**src/common/query_rom_pkg.sv**
```systemverilog
// Purpose: Shared constants and types for the extended query table block
// Assumes: 16-bit flash data bus, word addressing, query words on the low byte
// Notes:   Each table offset, and each word value but the third signature character, is named once here

package query_rom_pkg;

    // Bus widths of the parallel flash interface
    localparam int ADDR_WIDTH = 9;
    localparam int DATA_WIDTH = 16;
    localparam int LOW_WIDTH  = 8;

    // Word offsets of the query space served here
    localparam logic [8:0] OFS_BASE_POINTER_LOW  = 9'h015;
    localparam logic [8:0] OFS_BASE_POINTER_HIGH = 9'h016;
    localparam logic [8:0] OFS_SIGNATURE_FIRST   = 9'h10A;
    localparam logic [8:0] OFS_SIGNATURE_SECOND  = 9'h10B;
    localparam logic [8:0] OFS_SIGNATURE_THIRD   = 9'h10C;
    localparam logic [8:0] OFS_MAJOR_VERSION     = 9'h10D;
    localparam logic [8:0] OFS_MINOR_VERSION     = 9'h10E;
    localparam logic [8:0] OFS_FEATURE_LOW       = 9'h10F;
    localparam logic [8:0] OFS_FEATURE_GAP       = 9'h110;
    localparam logic [8:0] OFS_FEATURE_B         = 9'h111;
    localparam logic [8:0] OFS_FEATURE_C         = 9'h112;
    localparam logic [8:0] OFS_SUSPEND_FUNCS     = 9'h113;
    localparam logic [8:0] OFS_PROTECT_LOW       = 9'h114;
    localparam logic [8:0] OFS_PROTECT_HIGH      = 9'h115;
    localparam logic [8:0] OFS_CORE_SUPPLY       = 9'h116;
    localparam logic [8:0] OFS_PROGRAM_SUPPLY    = 9'h117;

    // Feature bit positions in the capability field
    localparam int FEAT_CHIP_ERASE      = 0;
    localparam int FEAT_ERASE_SUSPEND   = 1;
    localparam int FEAT_PROGRAM_SUSPEND = 2;
    localparam int FEAT_LEGACY_LOCK     = 3;
    localparam int FEAT_QUEUED_ERASE    = 4;
    localparam int FEAT_INSTANT_LOCK    = 5;
    localparam int FEAT_PROTECT_BITS    = 6;
    localparam int FEAT_PAGE_READ       = 7;
    localparam int FEAT_SYNC_READ       = 8;
    localparam int FEAT_SIMULTANEOUS    = 9;
    localparam int FEAT_MORE_FOLLOWS    = 31;

    // Capability field; bits 10 and up are zero, no further field follows
    localparam logic [31:0] FEATURE_SUPPORT = 32'h0000_03E6;

    // Word values of the table
    localparam logic [15:0] VAL_BASE_POINTER_LOW  = 16'h000A;
    localparam logic [15:0] VAL_BASE_POINTER_HIGH = 16'h0001;
    localparam logic [15:0] VAL_SIGNATURE_FIRST   = 16'h0050;
    localparam logic [15:0] VAL_SIGNATURE_SECOND  = 16'h0052;
    localparam logic [15:0] VAL_MAJOR_VERSION     = 16'h0031;
    localparam logic [15:0] VAL_MINOR_VERSION     = 16'h0033;
    localparam logic [15:0] VAL_FEATURE_LOW       = {8'h00, FEATURE_SUPPORT[7:0]};
    localparam logic [15:0] VAL_FEATURE_GAP       = 16'h0000;
    localparam logic [15:0] VAL_FEATURE_B         = {8'h00, FEATURE_SUPPORT[15:8]};
    localparam logic [15:0] VAL_FEATURE_C         = {8'h00, FEATURE_SUPPORT[23:16]};
    localparam logic [15:0] VAL_SUSPEND_FUNCS     = 16'h0001;
    localparam logic [15:0] VAL_PROTECT_LOW       = 16'h0003;
    localparam logic [15:0] VAL_PROTECT_HIGH      = 16'h0000;
    localparam logic [15:0] VAL_CORE_SUPPLY       = 16'h0018;
    localparam logic [15:0] VAL_PROGRAM_SUPPLY    = 16'h0090;

    // Value on the data lines when nothing is driven or the offset is unmapped
    localparam logic [15:0] RESET_DATA = 16'h0000;

    // Host bus request as seen on the pins
    typedef struct packed {
        logic                  chip_en_n;
        logic                  out_en_n;
        logic [ADDR_WIDTH-1:0] addr;
    } bus_req_type;

    // Deselected bus, used as synchroniser reset value
    localparam bus_req_type REQ_IDLE = '{chip_en_n: 1'b1, out_en_n: 1'b1, addr: 9'h000};

endpackage : query_rom_pkg

```
**src/logic/query_rom.sv**
```systemverilog
// Purpose: Primary-algorithm extended query table served on the flash data bus
// Assumes: QUERY_ACTIVE comes from the command decoder on the same clock
// Notes:   Bus pins are synchronised; data follows three edges later
//
// Summary of operation
// - Offsets 10Ah onward give three signature words, 0050h then 0052h first.
// - Offset 10Dh returns major version 0031h.
// - Offset 10Eh returns minor version 0033h.
// - Capability low word 00E6h at 10Fh, then 0003h at 111h, 0000h at 112h.
// - Capability bits 0 to 9 set means that feature is supported.
// - Capability bits 10 to 31 are zero; bit 31 would flag more fields.
// - Offset 113h returns 0001h: program allowed during erase suspend.
// - Offsets 114h and 115h return 0003h and 0000h for protect status bits.
// - Offset 116h returns 0018h, core supply in volts and BCD tenths.
// - Offset 117h returns 0090h, programming supply in the same encoding.
// - Table is visible only while query mode is active.
// - Query values use only the low data lines; upper lines read zero.
// - Offsets 015h and 016h point to the table with 000Ah and 0001h.

`timescale 1ns/1ps

module query_rom
    import query_rom_pkg::*;
#(
    // Third signature character; value is arbitrary
    parameter logic [15:0] SIGNATURE_THIRD_CHAR = 16'h0000
) (
    // Clock and reset
    input  wire logic                  CLOCK,
    input  wire logic                  RST_N,
    // Host bus pins
    input  wire logic                  CHIP_EN_N,
    input  wire logic                  OUT_EN_N,
    input  wire logic [ADDR_WIDTH-1:0] ADDR,
    // Query mode level from the command decoder
    input  wire logic                  QUERY_ACTIVE,
    // Data lines toward the host
    output logic      [DATA_WIDTH-1:0] DQ_OUT,
    output logic                       DQ_OE,
    // Offset decoded as a table word
    output logic                       TABLE_HIT
);

    bus_req_type                 pin_req;
    logic        [$bits(bus_req_type)-1:0] req_bits;
    bus_req_type                 req;
    logic                        read_req;
    logic                        rom_hit;
    logic        [DATA_WIDTH-1:0] rom_word;
    logic        [DATA_WIDTH-1:0] next_dq_out;
    logic                        next_dq_oe;
    logic                        next_table_hit;

    // Pins gathered into one request before crossing
    assign pin_req = {CHIP_EN_N, OUT_EN_N, ADDR};

    // Whole request crosses together; host must hold address while reading
    sync_stage #(
        .WIDTH       ($bits(bus_req_type)),
        .RESET_VALUE (REQ_IDLE)
    ) u_req_sync (
        .clock    (CLOCK),
        .rst_n    (RST_N),
        .async_in (pin_req),
        .sync_out (req_bits)
    );

    assign req = bus_req_type'(req_bits);

    assign read_req = !req.chip_en_n && !req.out_en_n && QUERY_ACTIVE;

    // Table lookup; unmapped offsets give zero rather than stale data
    always_comb begin
        rom_hit  = 1'b1;
        rom_word = RESET_DATA;
        case (req.addr)
            OFS_BASE_POINTER_LOW:  rom_word = VAL_BASE_POINTER_LOW;
            OFS_BASE_POINTER_HIGH: rom_word = VAL_BASE_POINTER_HIGH;
            OFS_SIGNATURE_FIRST:   rom_word = VAL_SIGNATURE_FIRST;
            OFS_SIGNATURE_SECOND:  rom_word = VAL_SIGNATURE_SECOND;
            OFS_SIGNATURE_THIRD:   rom_word = SIGNATURE_THIRD_CHAR;
            OFS_MAJOR_VERSION:     rom_word = VAL_MAJOR_VERSION;
            OFS_MINOR_VERSION:     rom_word = VAL_MINOR_VERSION;
            // Capability low word from feature field, then the constant zero gap word
            OFS_FEATURE_LOW:       rom_word = VAL_FEATURE_LOW;
            OFS_FEATURE_GAP:       rom_word = VAL_FEATURE_GAP;
            // Upper capability bytes from feature field; only bits 8 and 9 come out set
            OFS_FEATURE_B:         rom_word = VAL_FEATURE_B;
            OFS_FEATURE_C:         rom_word = VAL_FEATURE_C;
            OFS_SUSPEND_FUNCS:     rom_word = VAL_SUSPEND_FUNCS;
            OFS_PROTECT_LOW:       rom_word = VAL_PROTECT_LOW;
            OFS_PROTECT_HIGH:      rom_word = VAL_PROTECT_HIGH;
            OFS_CORE_SUPPLY:       rom_word = VAL_CORE_SUPPLY;
            OFS_PROGRAM_SUPPLY:    rom_word = VAL_PROGRAM_SUPPLY;
            default: begin
                rom_hit  = 1'b0;
                rom_word = RESET_DATA;
            end
        endcase
    end

    // Next output values; lines return to zero when released
    always_comb begin
        next_dq_oe     = read_req;
        next_table_hit = read_req && rom_hit;
        next_dq_out    = RESET_DATA;
        if (read_req) begin
            next_dq_out = {{(DATA_WIDTH-LOW_WIDTH){1'b0}}, rom_word[LOW_WIDTH-1:0]};
        end
    end

    // Output flip-flops
    always_ff @(posedge CLOCK or negedge RST_N) begin
        if (!RST_N) begin
            DQ_OUT    <= RESET_DATA;
            DQ_OE     <= 1'b0;
            TABLE_HIT <= 1'b0;
        end else begin
            DQ_OUT    <= next_dq_out;
            DQ_OE     <= next_dq_oe;
            TABLE_HIT <= next_table_hit;
        end
    end
endmodule : query_rom

```
**src/logic/sync_stage.sv**
```systemverilog
// Purpose: Two flip-flop synchroniser for a group of pin levels
// Assumes: Grouped bits are held stable by the source long enough to settle
// Notes:   First stage is read only by the second stage

`timescale 1ns/1ps

module sync_stage #(
    parameter int                 WIDTH       = 1,
    parameter logic [WIDTH-1:0]   RESET_VALUE = '0
) (
    // Clock and reset
    input  wire logic             clock,
    input  wire logic             rst_n,
    // Levels from outside the clock domain
    input  wire logic [WIDTH-1:0] async_in,
    // Levels safe to use in the clock domain
    output logic      [WIDTH-1:0] sync_out
);

    logic [WIDTH-1:0] stage_one;
    logic [WIDTH-1:0] next_stage_one;
    logic [WIDTH-1:0] next_sync_out;

    // Next values of both stages
    always_comb begin
        next_stage_one = async_in;
        next_sync_out  = stage_one;
    end

    // Both stages reset to a constant
    always_ff @(posedge clock or negedge rst_n) begin
        if (!rst_n) begin
            stage_one <= RESET_VALUE;
            sync_out  <= RESET_VALUE;
        end else begin
            stage_one <= next_stage_one;
            sync_out  <= next_sync_out;
        end
    end

endmodule : sync_stage
```
**config.mk**
```make
export PLATFORM = sky130hd
export DESIGN_NAME = query_rom
export DESIGN_NICKNAME = d
export VERILOG_FILES = /design/src/common/query_rom_pkg.sv /design/src/logic/query_rom.sv /design/src/logic/sync_stage.sv
export SDC_FILE = /design/constraint.sdc
export NUM_CORES = 1
export LEC_CHECK = 0
export BUFFER_PORTS_ARGS = -buffer_cell sky130_fd_sc_hd__buf_2
export CORE_MARGIN = 2
export CORE_UTILIZATION = 35
export DETAILED_ROUTE_END_ITERATION = 12
export HOLD_SLACK_MARGIN = 0.15
export PLACE_DENSITY = 0.56
export REMOVE_ABC_BUFFERS = 1
export SLEW_MARGIN = 20
export SYNTH_ARGS = -nofsm -noshare
export SYNTH_HDL_FRONTEND = slang
export SYNTH_SLANG_ARGS = --single-unit
```
**constraint.sdc**
```tcl
create_clock -name CLOCK -period 2.9 [get_ports CLOCK]
set_clock_uncertainty 0.05 [all_clocks]
set_input_delay 0.435 -clock CLOCK [delete_from_list [all_inputs] [get_ports CLOCK]]
set_output_delay 0.435 -clock CLOCK [all_outputs]
set_load 0.005 [all_outputs]
```
# Word level (Yosys, flattened, before mapping)
# Cells that the tools add are included.
word_totals:
  wordCells: 32
  output_inout_bits: 18
  in_bits: 14
  reg_bits: 40
classes:
  n_mux: 3
  n_reduce_logical: 8
  n_eq_ne: 16
ops:
  columns: ["cell", "n"]
  rows:
  - ["equality test 9 bit (second input constant)", 14]
  - ["case mux 8 bit (10 select lines)", 1]
  - ["equality test 9 x 5 -> 1 bit (second input constant)", 2]
  - ["OR reduction 16 bit", 1]
  - ["two-way mux 8 bit", 1]
  - ["OR reduction 2 bit", 2]
  - ["logical AND 1 bit", 3]
  - ["zero test 1 bit", 2]
  - ["two-way mux 1 bit", 1]

# Depth between registers and ports, before layout
depth:
  ltp_word: 4
  ltp_mapped: 5
  ltp_nobuf: 4

# Cells and area by module
# From an unflattened synthesis, not the netlist that was laid out.
unflattened:
  cells_unflattened: 81
  hier_area_um2: 1132.3
modules_own_cells:
  columns: ["mod", "area_each_um2", "seq_area_each_um2", "n_inst", "cells_per_inst"]
  rows:
  - ["query_rom", 576.8, 250.2, 1, 59]
  - ["sync_stage", 555.5, 555.5, 1, 22]

# Worst setup path before layout
# OpenSTA, ideal clock, no wires.
synth_path:
  kind: "reg-to-reg"
  start: "register u_req_sync.sync_out[8]"
  end: "register DQ_OUT[0]"
  required_ns: 2.725
  setup_ns: 0.125
  period_less_slack_ns: 1.277
  arrival_time_ns: 1.102
  slack_ns: 1.623
  path_stages_with_launch: 5
  path_buffers: 0
  cell_sequence: "dfrtp_1 and4b_1 o311a_1 a31oi_1 o22ai_1"
synth_between:
  elab_chain_len: 4
  word_cells_on_any_way: 16
  classes_between: "12 x eq/ne; 2 x mux; 2 x reduce/logical"
synth_lines:
  columns: ["element", "line", "text"]
  rows:
  - ["start: declaration", "sync_stage.sv:17", "output logic [WIDTH-1:0] sync_out"]
  - ["start signal: assignment", "sync_stage.sv:37", "sync_out <= next_sync_out;"]
  - ["equality test 9 bit / equality test 9 x 5 -> 1 bit (equally long branches)", "query_rom.sv:76", "case (req.addr)"]
  - ["OR reduction 2 bit (no source line)", null, null]
  - ["case mux 8 bit (10 select lines) *", "query_rom.sv:76", null]
  - ["two-way mux 8 bit *", "query_rom.sv:107", "if (read_req) begin"]
  - ["via next_dq_out[0]", "query_rom.sv:50", "logic [DATA_WIDTH-1:0] next_dq_out;"]
  - ["end signal: assignment", "query_rom.sv:119", "DQ_OUT <= next_dq_out;"]
  - ["end: declaration", "query_rom.sv:38", "output logic [DATA_WIDTH-1:0] DQ_OUT,"]
# Mark *: on every way through the listed nets, which the timed path passes. The rest lies on a longest branch.

# Final worst setup path
layout_path:
  start: "register u_req_sync.sync_out[1]"
  end: "register DQ_OUT[0]"
# Same word-level chain as after synthesis.

==> results.sh <==
export IMPL_hold_class="reg -> reg"
export IMPL_r2r_start="u_req_sync.sync_out[1]$_DFF_PN0_"
export IMPL_cts_max_level=2
export IMPL_power_switching_uw=173.8
export IMPL_core_um2=3311
export IMPL_numCtsBuffers=5
export IMPL_drive_above_1_share_pct=31.20
export IMPL_leakagePower_uw=0.0007147
export IMPL_track_usage_pct=10.10
export IMPL_holdWs_ns=0.2953
export IMPL_max_stage_delay_ns=0.58
export IMPL_max_cap_violations=0
export IMPL_antenna_found_initial=0
export IMPL_worstPathRequired_ns=3.07
export IMPL_register_area_um2=805.8
export IMPL_p_comb_share_pct=6.4
export IMPL_drt_first_pass_iters=4
export IMPL_via_per_inst=4.310
export IMPL_grt_overflow_total=0
export IMPL_cp_endpoint="DQ_OUT[0]$_DFF_PN0_"
export IMPL_wl_um=1716
export IMPL_routed_via_count=737
export IMPL_rsz0062_at_grt="no"
export IMPL_startpoint="u_req_sync.sync_out[1]$_DFF_PN0_"
export IMPL_layout_area_overhead_vs_synth_pct=24.01
export IMPL_slew_headroom_pct=56.11
export IMPL_synth_area_per_cell_um2=13.94
export IMPL_setup_viol=0
export IMPL_synthCells=86
export IMPL_netSwitchingFraction_pct=22.16
export IMPL_finish_utilization_pct=44.90
export IMPL_rr_worst_depth=4
export IMPL_die_area_um2=3909
export IMPL_path_clk_slew_ns=0.09
export IMPL_period_share_pct=51.81
export IMPL_min_from="u_req_sync.next_sync_out[3]$_DFF_PN0_"
export IMPL_placed_cell_area_um2=1308
export IMPL_post_drt_wl_per_cell_um=10.04
export IMPL_drt_initial_drc_count=30
export IMPL_cts_max_path_buffers=2
export IMPL_grt_pass1_wl_um=2898
export IMPL_synth_ff_latch_count=32
export IMPL_status="finished clean"
export IMPL_io_pins=32
export IMPL_slew_viol_final=0
export IMPL_yosysTopAreaCell="dfrtp_1"
export IMPL_drc=0
export IMPL_startpoint_type="flop"
export IMPL_tns_ns=0
export IMPL_multi_input_area_um2=321.6
export IMPL_max_freq_ghz=0.6655
export IMPL_synth_area_leaders="dfrtp_1, dfstp_2, buf_4, buf_6, nand2_1"
export IMPL_crit_chain="and4bb_1, o311a_1, a31oi_1, o22ai_1"
export IMPL_syn_cell_area_um2=1199
export IMPL_grt_max_degree=33
export IMPL_dp_hpwl_um=1099
export IMPL_ys_warn_count=0
export IMPL_p_clk_share_pct=32.7
export IMPL_fin_area_um2=1486
export IMPL_fin_nets=138
export IMPL_regToRegSetupSlack_ns=1.40
export IMPL_finalHoldViolCount=0
export IMPL_min_period_ns=1.503
export IMPL_cp_data_arrival_time_ns=1.67
export IMPL_cts_sinks=32
export IMPL_sequentialPowerShare_pct=60.9
export IMPL_nFillCells=312
export IMPL_power_density_nw_per_um2=527.6
export IMPL_clk_insertion_delay_late_ns=0.33
export IMPL_crit_type="reg -> reg"
export IMPL_ir_drop_mv=0.2167
export IMPL_post_cts_buffers=0
export IMPL_portBuffers=23
export IMPL_slowest_stage="dfrtp_1"
export IMPL_routabilityCongestion=0.7384
export IMPL_ys_seq_area_share_pct=67.22
export IMPL_die_w_um=62.52
export IMPL_start_util_pct=36.21
export IMPL_yosysTopAreaCellShare_pct=58.46
export IMPL_grt_pass1_vias=652
export IMPL_antennaDiodeCount=0
export IMPL_r2r_end="DQ_OUT[0]$_DFF_PN0_"
export IMPL_worstMarginPinSlew_ns=0.6583
export IMPL_cp_max_fo=14
export IMPL_synth_distinct_cells=31
export IMPL_p_int_uw=610.5
export IMPL_num_rows=21
export IMPL_antenna_left=0
export IMPL_cts_repair_resized=0
export IMPL_die_h_um=62.52
export IMPL_cts_tree="built"
export IMPL_cts_root_buf="clkbuf_4"
export IMPL_crit_path_end_kind="flop"
cells in the final DEF, fill, tap and decap left out, types with 2 or more instances in the layout:
master and count:
a21oi_1 2, a31oi_1 2, and2_2 2, and2b_2 2, buf_2 23, clkbuf_1 2, clkbuf_4 5, conb_1 8
dfrtp_1 28, dfstp_2 4, dlygate4sd3_1 12, inv_1 2, nand2_1 6, nand3_1 2, nand4_1 2, nor2_1 2
o2111a_1 2, o22ai_1 2, xor2_1 2
logic make-up (layout without fill, tap and decap cells):
family | count (synthesis) | in the layout | synth area share (%)
buffers and inverters | 13 | 45 | 8.142
and+or+nand+nor | 23 | 23 | 13.36
xor gates and xnor gates | 2 | 2 | 1.462
DFF | 32 | 32 | 67.22
AOI/OAI and AO/OA | 15 | 15 | 9.499
other | 1 | 8 | 0.3129
worst min-delay path by stage:
stage / cells past startpoint / slack, ns / end
6_report: 0 / 0.30 / u_req_sync.sync_out[3]$_DFF_PN0_
5_1_grt: 0 / 0.31 / u_req_sync.sync_out[2]$_DFF_PN0_
4_1_cts: 0 / 0.31 / u_req_sync.sync_out[7]$_DFF_PN0_
3_5_place_dp: 0 / 0.28 / u_req_sync.sync_out[3]$_DFF_PN0_
3_3_place_gp: 0 / 0.28 / u_req_sync.sync_out[4]$_DFF_PN0_
2_1_floorplan: 0 / 0.09 / DQ_OE$_DFF_PN0_
metrics by stage:
| stage | std cells | power [uW] | setup WS (ns) |
|---|---|---|---|
| 3_5_place_dp | 151 | 524.5 | 1.409 |
| 3_3_place_gp | 151 | 522.9 | 1.450 |
| 6_report | 171 | 784.3 | 1.397 |
| 2_1_floorplan | 82 | 501.8 | 1.519 |
| 5_1_grt | 171 | 824.8 | 1.321 |
| 4_1_cts | 171 | 796.5 | 1.402 |
state kept, by name (all words and copies together), names as in the netlist:
register	flops
DQ_OE	1
DQ_OUT	8
TABLE_HIT	1
u_req_sync.next_sync_out	11
u_req_sync.sync_out	11
layout make-up:
cell class                 instances  area share (%)
clock buffer                       8           3.956
tap                               46           3.872
sequential                        32           54.21
timing repair buffer              35           15.82
inverter                           2          0.5050
multi-input combinational         48           21.63
layer usage:
| layer | global-route usage [%] | routed length (um) | up-vias |
|---|---|---|---|
| met5 | 0 | 0 | - |
| met4 | 9.167 | 68 | 0 |
| met3 | 3.784 | 114 | 7 |
| met2 | 14.92 | 746 | 32 |
| met1 | 11.27 | 786 | 335 |
| li1 | - | - | 363 |
cell usage after synthesis (all sizes together):
library cell,instances
a21oi,2
a22o,1
a31oi,2
a32oi,1
and2,2
and2b,3
and4b,1
and4bb,1
buf,11
conb,1
dfrtp,28
dfstp,4
inv,2
nand2,6
nand2b,1
nand3,2
nand4,2
nor2,2
nor3,1
nor3b,1
nor4bb,1
o2111a,2
o2111ai,1
o211ai,1
o21a,1
o21ai,1
o22ai,2
o311a,1
xor2,2
what timing repair did:
item                                   CTS  global route
endpoints found under the hold margin   39             0
hold buffers                            12             0
setup endpoints to repair                0             0
worst max-delay path: cells and delay by family, from the launching register on:
family	cells	cell delay (ns)
and+or+nand+nor	1	0.24
DFF	1	0.58
AOI/OAI and AO/OA	3	0.52
power groups by stage:
stage	clock, uW	sequential [uW]	combinational, uW
final	257	478	50.0
after floorplan	0	483	18.5
after global placement	0	485	37.6
after global routing	289	480	56.1
after detailed placement	0	486	38.4
after CTS	268	477	50.7
No activity file was read; power rests on OpenSTA's default activity.
